## src/useq_pkg.sv

```systemverilog
/*
  Package for the microsequencer address and bus decode block: microword
  field positions, sequencer control codes, bus select codes and the
  AXI4-Lite register offsets.
  Assumes a 40-bit microword and a 16-bit processor bus.
*/
package useq_pkg;

  // ---------------------------------------------------------------
  // Microword layout
  // ---------------------------------------------------------------
  localparam int WORD_W = 40;
  localparam int ADDR_W = 12;
  localparam int SRC_LO = 0;
  localparam int DST_LO = 4;
  localparam int SEL_W = 4;
  localparam int CONST_BIT = 12;
  localparam int CTL_LO = 16;
  localparam int CTL_W = 3;
  localparam int TARGET_LO = 28;
  localparam int CONST_LO = 0;
  localparam int BYTE_W = 8;
  localparam int BUS_W = 16;
  localparam int NSEL = 16;

  // ---------------------------------------------------------------
  // Sequencer control codes
  // ---------------------------------------------------------------
  localparam logic [2:0] CTL_RETURN = 3'h1;
  localparam logic [2:0] CTL_DISPATCH = 3'h3;
  localparam logic [2:0] CTL_CALL = 3'h5;
  localparam logic [2:0] CTL_BRANCH = 3'h7;
  localparam logic [2:0] CTL_CONTINUE = 3'h0;

  // ---------------------------------------------------------------
  // Bus source and destination codes
  // ---------------------------------------------------------------
  localparam logic [3:0] SRC_OPCODE = 4'h1;
  localparam logic [3:0] SRC_OPERAND_POS = 4'h2;
  localparam logic [3:0] SRC_OPERAND_ALT = 4'h3;
  localparam logic [3:0] SRC_OPERAND_NEG = 4'h4;
  localparam logic [3:0] SRC_MASK = 4'h5;
  localparam logic [3:0] DST_ALU = 4'h1;
  localparam logic [3:0] DST_MASK = 4'h5;
  localparam logic [11:0] IRQ_VECTOR_BASE = 12'h008;

  // ---------------------------------------------------------------
  // Register map
  // ---------------------------------------------------------------
  localparam logic [7:0] REG_MAP_WRITE = 8'h00;
  localparam logic [7:0] REG_ADDR = 8'h04;
  localparam logic [7:0] REG_MASK = 8'h08;
  localparam logic [7:0] REG_PENDING = 8'h0C;
  localparam logic [7:0] REG_STACK = 8'h10;
  localparam int MAP_IDX_LO = 16;
  localparam logic [1:0] RESP_OKAY = 2'h0;
  localparam logic [1:0] RESP_SLVERR = 2'h2;

  typedef struct packed {
    logic [7:0] awaddr;
    logic awvalid;
    logic [31:0] wdata;
    logic [3:0] wstrb;
    logic wvalid;
    logic bready;
    logic [7:0] araddr;
    logic arvalid;
    logic rready;
  } axil_req_t;

  typedef struct packed {
    logic awready;
    logic wready;
    logic bvalid;
    logic [1:0] bresp;
    logic arready;
    logic rvalid;
    logic [31:0] rdata;
    logic [1:0] rresp;
  } axil_rsp_t;

  typedef struct packed {
    logic [NSEL-1:0] src_sel_n;
    logic [NSEL-1:0] dst_sel_n;
    logic [BUS_W-1:0] bus_out;
    logic bus_out_en;
  } bus_ctl_t;

endpackage

```

## src/useq_decode.sv

```systemverilog
/*
  Microsequencer next-address selection and bus-transfer decode.
  Assumes the microword register is loaded by the surrounding control
  store logic on each enabled clk_sys edge, and that cpu_strobe is
  synchronous with clk_sys and marks the microcycle in which bus
  destinations load.
*/
`timescale 1ns/1ps

// How it works
// RQ1 - Every microcycle, current address plus one is held as the continue target.
// RQ2 - Sequencer control code comes from microword bits 16 to 18 via a mux.
// RQ3 - Branch drives microword bits 28 to 39 in; code 111 passes them through.
// RQ4 - Failed condition substitutes the continue code, giving the incremented address.
// RQ5 - Call branches and pushes next sequential address; plain jump does not push.
// RQ6 - Dispatch indexes a 256 by 12 map with the bus opcode byte.
// RQ7 - Map output reaches the parallel input on a dispatch with no interrupt pending; map gate enable goes low one edge later.
// RQ8 - Interrupt vector replaces dispatch only on opcode-source microinstructions.
// RQ9 - Requests are latched in a holding register and gated by clear mask bits.
// RQ10 - Encoder yields highest unmasked index; pending deasserts the map gate enable.
// RQ11 - Taken interrupt sends encoder index plus 8 as the next address.
// RQ12 - Code 001 returns to the address on top of the internal stack.
// RQ13 - Bits 0 to 3 select the bus source, bits 4 to 7 the destination.
// RQ14 - Fields decode to 32 active-low one-hot select lines.
// RQ15 - Source drives for the whole cycle; destination loads on select and strobe.
// RQ16 - Decoders are enabled only while microword bit 12 is low.
// RQ17 - Constant format forces the ALU destination select active.
// RQ18 - Destinations ignore select changes when no CPU strobe is issued.
// RQ19 - Constant puts microword bits 0 to 7 on the bus low byte, zero above.
// RQ20 - Unsigned opcode and operand sources zero the upper byte; negative sets ones.
// RQ21 - Mask register loads from bus on its select with strobe and drives on read.
// RQ22 - Reset clears the mask register and the interrupt holding register.
module useq_decode #(
  parameter int NIRQ = 8,
  parameter int STACK_DEPTH = 17
) (
  input wire logic clk_sys,
  input wire logic rst,
  input wire logic clk_en,
  input wire logic [useq_pkg::WORD_W-1:0] microword_register,
  input wire logic condition_ok,
  input wire logic cpu_strobe,
  input wire logic [useq_pkg::BUS_W-1:0] bus_in,
  input wire logic [useq_pkg::BYTE_W-1:0] fetch_unit_byte,
  input wire logic [NIRQ-1:0] irq_in,
  input wire useq_pkg::axil_req_t axi_req,
  output useq_pkg::axil_rsp_t axi_rsp,
  output logic [useq_pkg::ADDR_W-1:0] micro_addr,
  output useq_pkg::bus_ctl_t bus_ctl,
  output logic map_gate_en_n,
  output logic dst_mask_strobe
);
  import useq_pkg::*;

  if (NIRQ < 1 || NIRQ > BYTE_W) begin
    $error("NIRQ must be 1 to 8");
  end
  if (STACK_DEPTH < 1 || STACK_DEPTH > 64) begin
    $error("STACK_DEPTH out of range");
  end

  localparam int SP_W = $clog2(STACK_DEPTH + 1);
  localparam int IDX_W = (NIRQ > 1) ? $clog2(NIRQ) : 1;

  // ---------------------------------------------------------------
  // Synchronised interrupt requests and holding register
  // ---------------------------------------------------------------
  logic [NIRQ-1:0] irq_meta;
  logic [NIRQ-1:0] irq_sync;
  logic [NIRQ-1:0] irq_hold;
  logic [BYTE_W-1:0] irq_mask;

  always_ff @(posedge clk_sys) begin
    if (rst) begin
      irq_meta <= '0;
      irq_sync <= '0;
    end else if (clk_en) begin
      irq_meta <= irq_in;
      irq_sync <= irq_meta;
    end
  end

  always_ff @(posedge clk_sys) begin
    if (rst) begin
      irq_hold <= '0; // RQ22
    end else if (clk_en) begin
      irq_hold <= irq_sync; // RQ9
    end
  end

  logic [NIRQ-1:0] irq_live;
  logic irq_pending;
  logic [IDX_W-1:0] irq_index;

  always_comb begin
    irq_live = irq_hold & ~irq_mask[NIRQ-1:0]; // RQ9
    irq_pending = |irq_live;
    irq_index = '0;
    for (int i = 0; i < NIRQ; i++) begin
      if (irq_live[i]) begin
        irq_index = IDX_W'(i); // RQ10
      end
    end
  end

  // ---------------------------------------------------------------
  // Bus select decode
  // ---------------------------------------------------------------
  logic constant_sel_n;
  logic [SEL_W-1:0] src_code;
  logic [SEL_W-1:0] dst_code;
  logic [NSEL-1:0] next_src_sel_n;
  logic [NSEL-1:0] next_dst_sel_n;

  always_comb begin
    constant_sel_n = ~microword_register[CONST_BIT];
    src_code = microword_register[SRC_LO +: SEL_W]; // RQ13
    dst_code = microword_register[DST_LO +: SEL_W]; // RQ13
    next_src_sel_n = '1;
    next_dst_sel_n = '1;
    if (constant_sel_n) begin // RQ16
      next_src_sel_n[src_code] = 1'b0; // RQ14
      next_dst_sel_n[dst_code] = 1'b0; // RQ14
    end else begin
      next_dst_sel_n[DST_ALU] = 1'b0; // RQ17
    end
  end

  logic src_opcode_sel_n;
  logic src_operand_pos_sel_n;
  logic src_operand_alt_sel_n;
  logic src_operand_neg_sel_n;
  logic src_mask_sel_n;
  logic dst_mask_sel_n;
  logic dst_alu_sel_n;

  always_comb begin
    src_opcode_sel_n = next_src_sel_n[SRC_OPCODE];
    src_operand_pos_sel_n = next_src_sel_n[SRC_OPERAND_POS];
    src_operand_alt_sel_n = next_src_sel_n[SRC_OPERAND_ALT];
    src_operand_neg_sel_n = next_src_sel_n[SRC_OPERAND_NEG];
    src_mask_sel_n = next_src_sel_n[SRC_MASK];
    dst_mask_sel_n = next_dst_sel_n[DST_MASK];
    dst_alu_sel_n = next_dst_sel_n[DST_ALU];
  end

  // ---------------------------------------------------------------
  // Bus data driven by this block
  // ---------------------------------------------------------------
  logic [BUS_W-1:0] next_bus_out;
  logic next_bus_en;

  always_comb begin
    next_bus_out = '0;
    next_bus_en = 1'b0;
    if (!constant_sel_n) begin
      next_bus_out = {{BYTE_W{1'b0}}, microword_register[CONST_LO +: BYTE_W]}; // RQ19
      next_bus_en = 1'b1;
    end else if (!src_opcode_sel_n || !src_operand_pos_sel_n || !src_operand_alt_sel_n) begin
      next_bus_out = {{BYTE_W{1'b0}}, fetch_unit_byte}; // RQ20
      next_bus_en = 1'b1;
    end else if (!src_operand_neg_sel_n) begin
      next_bus_out = {{BYTE_W{1'b1}}, fetch_unit_byte}; // RQ20
      next_bus_en = 1'b1;
    end else if (!src_mask_sel_n) begin
      next_bus_out = {{BYTE_W{1'b0}}, irq_mask}; // RQ21
      next_bus_en = 1'b1;
    end
  end

  // Selects are registered for the whole microcycle so sources drive steadily.
  always_ff @(posedge clk_sys) begin
    if (rst) begin
      bus_ctl.src_sel_n <= '1;
      bus_ctl.dst_sel_n <= '1;
      bus_ctl.bus_out <= '0;
      bus_ctl.bus_out_en <= 1'b0;
    end else if (clk_en) begin
      bus_ctl.src_sel_n <= next_src_sel_n; // RQ15
      bus_ctl.dst_sel_n <= next_dst_sel_n;
      bus_ctl.bus_out <= next_bus_out;
      bus_ctl.bus_out_en <= next_bus_en;
    end
  end

  // A destination loads only on select and strobe together, so glitchy
  // selects without a strobe have no effect.
  always_ff @(posedge clk_sys) begin
    if (rst) begin
      dst_mask_strobe <= 1'b0;
    end else if (clk_en) begin
      dst_mask_strobe <= ~dst_mask_sel_n & cpu_strobe; // RQ18
    end
  end

  // ---------------------------------------------------------------
  // Opcode map memory, written by software
  // ---------------------------------------------------------------
  logic [ADDR_W-1:0] op_map [0:(1 << BYTE_W) - 1];
  logic map_we;
  logic [BYTE_W-1:0] map_waddr;
  logic [ADDR_W-1:0] map_wdata;

  always_ff @(posedge clk_sys) begin
    if (map_we) begin
      op_map[map_waddr] <= map_wdata;
    end
  end

  logic [ADDR_W-1:0] map_value;
  logic dispatch;
  logic take_irq;

  always_comb begin
    map_value = op_map[bus_in[BYTE_W-1:0]]; // RQ6
    dispatch = !src_opcode_sel_n;
    take_irq = dispatch && irq_pending; // RQ8
  end

  always_ff @(posedge clk_sys) begin
    if (rst) begin
      map_gate_en_n <= 1'b1;
    end else if (clk_en) begin
      map_gate_en_n <= !(dispatch && !irq_pending); // RQ10
    end
  end

  // ---------------------------------------------------------------
  // Sequencer: control mux, stack and next address
  // ---------------------------------------------------------------
  logic [ADDR_W-1:0] stack_mem [0:STACK_DEPTH-1];
  logic [SP_W-1:0] sp;
  logic [ADDR_W-1:0] incremented;
  logic [CTL_W-1:0] ctl_field;
  logic [CTL_W-1:0] ctl;
  logic [ADDR_W-1:0] parallel_in;
  logic [ADDR_W-1:0] next_addr;
  logic push;
  logic pop;

  always_comb begin
    incremented = micro_addr + ADDR_W'(1); // RQ1
    ctl_field = microword_register[CTL_LO +: CTL_W]; // RQ2
    ctl = ctl_field;
    if ((ctl_field == CTL_BRANCH || ctl_field == CTL_CALL) && !condition_ok) begin
      ctl = CTL_CONTINUE; // RQ4
    end
    parallel_in = microword_register[TARGET_LO +: ADDR_W]; // RQ3
    if (take_irq) begin
      parallel_in = IRQ_VECTOR_BASE + ADDR_W'(irq_index); // RQ11
    end else if (dispatch) begin
      parallel_in = map_value; // RQ7
    end
    push = 1'b0;
    pop = 1'b0;
    if (dispatch) begin
      next_addr = parallel_in;
    end else begin
      unique case (ctl)
        CTL_BRANCH: next_addr = parallel_in; // RQ3
        CTL_CALL: begin
          next_addr = parallel_in;
          push = 1'b1; // RQ5
        end
        CTL_RETURN: begin
          next_addr = (sp != '0) ? stack_mem[sp - SP_W'(1)] : incremented; // RQ12
          pop = (sp != '0);
        end
        default: next_addr = incremented; // RQ1
      endcase
    end
  end

  always_ff @(posedge clk_sys) begin
    if (rst) begin
      micro_addr <= '0;
    end else if (clk_en) begin
      micro_addr <= next_addr;
    end
  end

  // Overflow drops the push rather than wrapping over the oldest entry.
  always_ff @(posedge clk_sys) begin
    if (rst) begin
      sp <= '0;
    end else if (clk_en) begin
      if (push && sp != SP_W'(STACK_DEPTH)) begin
        stack_mem[sp] <= incremented; // RQ5
        sp <= sp + SP_W'(1);
      end else if (pop) begin
        sp <= sp - SP_W'(1);
      end
    end
  end

  // ---------------------------------------------------------------
  // AXI4-Lite slave
  // ---------------------------------------------------------------
  logic aw_held;
  logic w_held;
  logic [7:0] aw_addr;
  logic [31:0] w_data;
  logic do_write;
  logic bus_mask_load;

  always_comb begin
    do_write = aw_held && w_held && !axi_rsp.bvalid;
    map_we = clk_en && do_write && aw_addr == REG_MAP_WRITE;
    map_waddr = w_data[MAP_IDX_LO +: BYTE_W];
    map_wdata = w_data[ADDR_W-1:0];
    bus_mask_load = ~dst_mask_sel_n & cpu_strobe;
  end

  always_ff @(posedge clk_sys) begin
    if (rst) begin
      aw_held <= 1'b0;
      w_held <= 1'b0;
      aw_addr <= '0;
      w_data <= '0;
      axi_rsp.awready <= 1'b0;
      axi_rsp.wready <= 1'b0;
      axi_rsp.bvalid <= 1'b0;
      axi_rsp.bresp <= RESP_OKAY;
      axi_rsp.arready <= 1'b0;
      axi_rsp.rvalid <= 1'b0;
      axi_rsp.rdata <= '0;
      axi_rsp.rresp <= RESP_OKAY;
    end else if (clk_en) begin
      axi_rsp.awready <= !aw_held && !axi_rsp.awready;
      axi_rsp.wready <= !w_held && !axi_rsp.wready;
      if (axi_req.awvalid && axi_rsp.awready) begin
        aw_held <= 1'b1;
        aw_addr <= axi_req.awaddr;
        axi_rsp.awready <= 1'b0;
      end
      if (axi_req.wvalid && axi_rsp.wready) begin
        w_held <= 1'b1;
        w_data <= axi_req.wdata;
        axi_rsp.wready <= 1'b0;
      end
      if (do_write) begin
        axi_rsp.bvalid <= 1'b1;
        axi_rsp.bresp <= (aw_addr == REG_MAP_WRITE || aw_addr == REG_MASK) ? RESP_OKAY
                                                                           : RESP_SLVERR;
      end
      if (axi_rsp.bvalid && axi_req.bready) begin
        axi_rsp.bvalid <= 1'b0;
        aw_held <= 1'b0;
        w_held <= 1'b0;
      end
      axi_rsp.arready <= !axi_rsp.rvalid && !axi_rsp.arready;
      if (axi_req.arvalid && axi_rsp.arready) begin
        axi_rsp.arready <= 1'b0;
        axi_rsp.rvalid <= 1'b1;
        axi_rsp.rresp <= RESP_OKAY;
        unique case (axi_req.araddr)
          REG_ADDR: axi_rsp.rdata <= 32'(micro_addr);
          REG_MASK: axi_rsp.rdata <= 32'(irq_mask);
          REG_PENDING: axi_rsp.rdata <= 32'(irq_live);
          REG_STACK: axi_rsp.rdata <= 32'(sp);
          default: begin
            axi_rsp.rdata <= '0;
            axi_rsp.rresp <= RESP_SLVERR;
          end
        endcase
      end else if (axi_rsp.rvalid && axi_req.rready) begin
        axi_rsp.rvalid <= 1'b0;
      end
    end
  end

  // The bus load wins over a software write in the same cycle.
  always_ff @(posedge clk_sys) begin
    if (rst) begin
      irq_mask <= '0; // RQ22
    end else if (clk_en) begin
      if (bus_mask_load) begin
        irq_mask <= bus_in[BYTE_W-1:0]; // RQ21
      end else if (do_write && aw_addr == REG_MASK && w_data[BYTE_W-1:0] != irq_mask) begin
        irq_mask <= w_data[BYTE_W-1:0];
      end
    end
  end

endmodule

```

## config.mk

```make
export PLATFORM = sky130hd
export DESIGN_NAME = useq_decode
export DESIGN_NICKNAME = d
export VERILOG_FILES = /design/src/useq_pkg.sv /design/src/useq_decode.sv
export SDC_FILE = /design/constraint.sdc
export NUM_CORES = 2
export LEC_CHECK = 0
export ABC_AREA = 1
export BUFFER_PORTS_ARGS = -buffer_cell sky130_fd_sc_hd__buf_2
export CORE_MARGIN = 2
export CORE_UTILIZATION = 55
export CTS_CLUSTER_DIAMETER = 100
export DETAILED_ROUTE_END_ITERATION = 10
export PLACE_DENSITY_LB_ADDON = 0.3
export RECOVER_POWER = 100
export SETUP_SLACK_MARGIN = 0.3
export SYNTH_ARGS = -nofsm -noshare
export SYNTH_HDL_FRONTEND = slang
export SYNTH_SLANG_ARGS = --single-unit
```

## constraint.sdc

```tcl
create_clock -name clk_sys -period 5.65 [get_ports clk_sys]
set_clock_uncertainty 0.15 [all_clocks]
set_input_delay 1.13 -clock clk_sys [delete_from_list [all_inputs] [get_ports clk_sys]]
set_output_delay 1.13 -clock clk_sys [all_outputs]
set_load 0.01 [all_outputs]
```

==> impl_metrics.env <==
export IMPL_status="finished with violations"
export IMPL_violations="max-capacitance violations, max-slew violations"
export IMPL_syn2layout_area_growth_pct=10.3
export IMPL_gp_congestion=0.923
export IMPL_path_class="flop to flop"
export IMPL_cts_root_buffer="clkbuf_16"
export IMPL_end_kind="flop"
export IMPL_routed_wl_mm=374
export IMPL_max_slew_worst_pin_slew_ns=4.13
export IMPL_grt_pass1_vias=89000
export IMPL_max_cap_violations=27
export IMPL_coreArea_mm2=0.251
export IMPL_rsz0062_at_grt="no"
export IMPL_ant_nets=0
export IMPL_cts_sinks=3418
export IMPL_drive_above_1_share=0.0616
export IMPL_clockBufferDepth=4
export IMPL_die_height_um=506
export IMPL_period_share=0.854
export IMPL_rows=184
export IMPL_numCtsBuffers=350
export IMPL_synth_main_ff_cell="edfxtp_1"
export IMPL_syn_area_mm2=0.139
export IMPL_p_leak_nw=56.1
export IMPL_slew_headroom=-1.75
export IMPL_synth_top_cell_by_area="edfxtp_1"
export IMPL_overflow=0
export IMPL_clock_fmax_ghz=0.207
export IMPL_cellPowerDensity_mw_per_mm2=343
export IMPL_min_path_type="input pin to flop"
export IMPL_required_ns=5.78
export IMPL_ys_async_sr_fraction=0
export IMPL_place_hpwl_mm=210
export IMPL_cp_start_kind="flop"
export IMPL_hold_viol_final=0
export IMPL_crit_chain="clkbuf_1"
export IMPL_tns_ns=0
export IMPL_final_util=0.610
export IMPL_cts_tree="built"
export IMPL_die_x_um=506
export IMPL_yosysUniqueCellTypes=47
export IMPL_critPathMaxFanout=63
export IMPL_io_pin_count=238
export IMPL_critical_path_arrival_ns=4.96
export IMPL_drc=0
export IMPL_fin_nets=12000
export IMPL_wire_per_inst_um=24.2
export IMPL_die_area_mm2=0.257
export IMPL_final_max_slew_viol_count=1839
export IMPL_ctsHoldBuffers=0
export IMPL_grt_antenna_before_repair=8
export IMPL_synth_seq_area_share=0.729
export IMPL_path_buf_inv=1
export IMPL_grt_max_degree=194
export IMPL_via_count=94200
export IMPL_path_delay_family="buffers and inverters"
export IMPL_grt_pass1_wl_mm=554
export IMPL_ys_ff_latch=3418
export IMPL_port_buffers=175
export IMPL_layout_min_cycle_time_ns=4.83
export IMPL_synth_edf_count=3276
export IMPL_clkSlewWorstSetupHoldPaths_ns=0.06
export IMPL_avgSynthCellArea_um2=11.8
export IMPL_ir_drop_mv=0.304
export IMPL_yosys_warnings=0
export IMPL_via_per_inst=6.08
export IMPL_n_fill_cell=19100
export IMPL_yosys_top_cells_area="edfxtp_1 71%, nand3_1 10%, nand2_1 8.7%, dfxtp_1 2.0%, nor2_1 1.6%"
export IMPL_clock_latency_ns=0.97
export IMPL_start_util=0.553
export IMPL_first_pass_iters=9
export IMPL_first_iter_violations=12900
export IMPL_ctsResizeCount=0
export IMPL_slowest_stage="clkbuf_1"
export IMPL_post_cts_buffers=0
export IMPL_max_stage_delay_ns=2.32
export IMPL_syn_inst=11800
export IMPL_finalSetupViolCount=0
export IMPL_synth_top_area_frac=0.708
export IMPL_grt_usage=0.285
export IMPL_h_tree_depth=5
[per-stage QoR]
step	area [um2]	std cells	power [W]	hold WS [ns]	setup WS, ns
CTS	154000	15500	0.0526	0.201	1.59
global route	153000	15500	0.0538	0.225	0.751
floorplan	139000	11800	0.0300	0.285	0.701
detailed placement	144000	14900	0.0310	0.303	0.899
global placement	144000	14900	0.0309	0.300	0.985
finish	153000	15500	0.0525	0.253	0.824
[final cells by class]
| cell class | instances | area [um2] | area share |
|---|---|---|---|
| multi-input combinational | 7432 | 32900 | 0.215 |
| inverter | 111 | 458 | 0.00299 |
| timing repair buffer | 578 | 3660 | 0.0239 |
| tap | 3348 | 4190 | 0.0274 |
| clock buffer | 445 | 9300 | 0.0607 |
| antenna | 7 | 17.5 | 0.000114 |
| sequential | 3418 | 101000 | 0.661 |
| clock inverter | 160 | 1390 | 0.00905 |
[state kept, by name, summed over array words and instances, names as in the netlist]
register         cells
irq_mask             8
stack_mem          204
map_gate_en_n        1
bus_ctl             42
sp                   5
irq_hold             8
micro_addr          12
aw_held              1
aw_addr              8
dst_mask_strobe      1
axi_rsp             19
op_map            3072
irq_sync             8
w_held               1
irq_meta             8
w_data              20
[metal layers]
layer / global-route usage / vias to the layer above / wire length, um
met5: 0 / - / 0
met4: 0.126 / 0 / 17800
met3: 0.0516 / 878 / 39600
met2: 0.449 / 5463 / 175000
met1: 0.390 / 45700 / 142000
li1: - / 42100 / -
[path summary, 6_finish.rpt]
| kind | from | end | slack (ns) | cells after the start |
|---|---|---|---|---|
| max | w_data[5]$_SDFFE_PP0P_ | op_map[160][5]$_DFFE_PP_ | 0.82 | 1 |
| min | irq_in[3] | irq_meta[3]$_SDFFE_PP0P_ | 0.25 | 3 |
| max reg2reg | w_data[5]$_SDFFE_PP0P_ | op_map[160][5]$_DFFE_PP_ | 0.82 | 1 |
| min reg2reg | aw_addr[1]$_SDFFE_PP0P_ | aw_addr[1]$_SDFFE_PP0P_ | 0.32 | 2 |
[Yosys cell counts, types with 3 or more instances]
| library cell | count |
|---|---|
| o22ai_1 | 119 |
| nand4_1 | 7 |
| buf_4 | 114 |
| xnor2_1 | 8 |
| a21oi_2 | 3 |
| buf_1 | 76 |
| nand2_2 | 4 |
| ha_1 | 6 |
| a22oi_1 | 27 |
| clkbuf_1 | 291 |
| a31oi_1 | 14 |
| o221ai_1 | 7 |
| buf_2 | 272 |
| o21ai_1 | 7 |
| a21oi_1 | 190 |
| nor2_1 | 609 |
| buf_6 | 65 |
| nand2_1 | 3224 |
| nor4_1 | 3 |
| inv_2 | 6 |
| dfxtp_1 | 142 |
| o21ai_0 | 344 |
| o2111ai_1 | 3 |
| nor3_2 | 5 |
| nand3_1 | 2768 |
| edfxtp_1 | 3276 |
| nor3_1 | 21 |
| xor2_1 | 15 |
| o211ai_1 | 4 |
| inv_1 | 102 |
| a211oi_1 | 10 |
[logic make-up (layout without fill, tap and decap cells)]
kind of cell    count (synthesis)  count (layout)  synth area share
other cells                     1              29         0.0000270
simple gates                 6646            6646             0.205
flops                        3418            3418             0.729
xor+xnor                       23              23           0.00145
fa+ha+maj                       6               6          0.000541
compound gates                735             735            0.0291
buf+inv                       932            1294            0.0345
[where the power goes]
group	internal [W]	switching, W
Combinational	0.000706	0.00212
Clock	0.0127	0.00927
Sequential	0.0276	0.0000758
[cells in the final DEF (no fill, tap or decap), drive strengths merged, types with 8 or more instances in the layout]
master / count
nand2: 3228
xnor2: 8
nor2: 610
nor3: 27
clkbuf: 771
bufinv: 25
edfxtp: 3276
a211oi: 10
buf: 252
nand3: 2768
o22ai: 119
a31oi: 14
a21oi: 193
nand4: 8
clkinv: 124
xor2: 15
conb: 22
o21ai: 352
a22oi: 28
inv: 115
dfxtp: 142
Note: power is estimated with default switching activity, not from simulation.
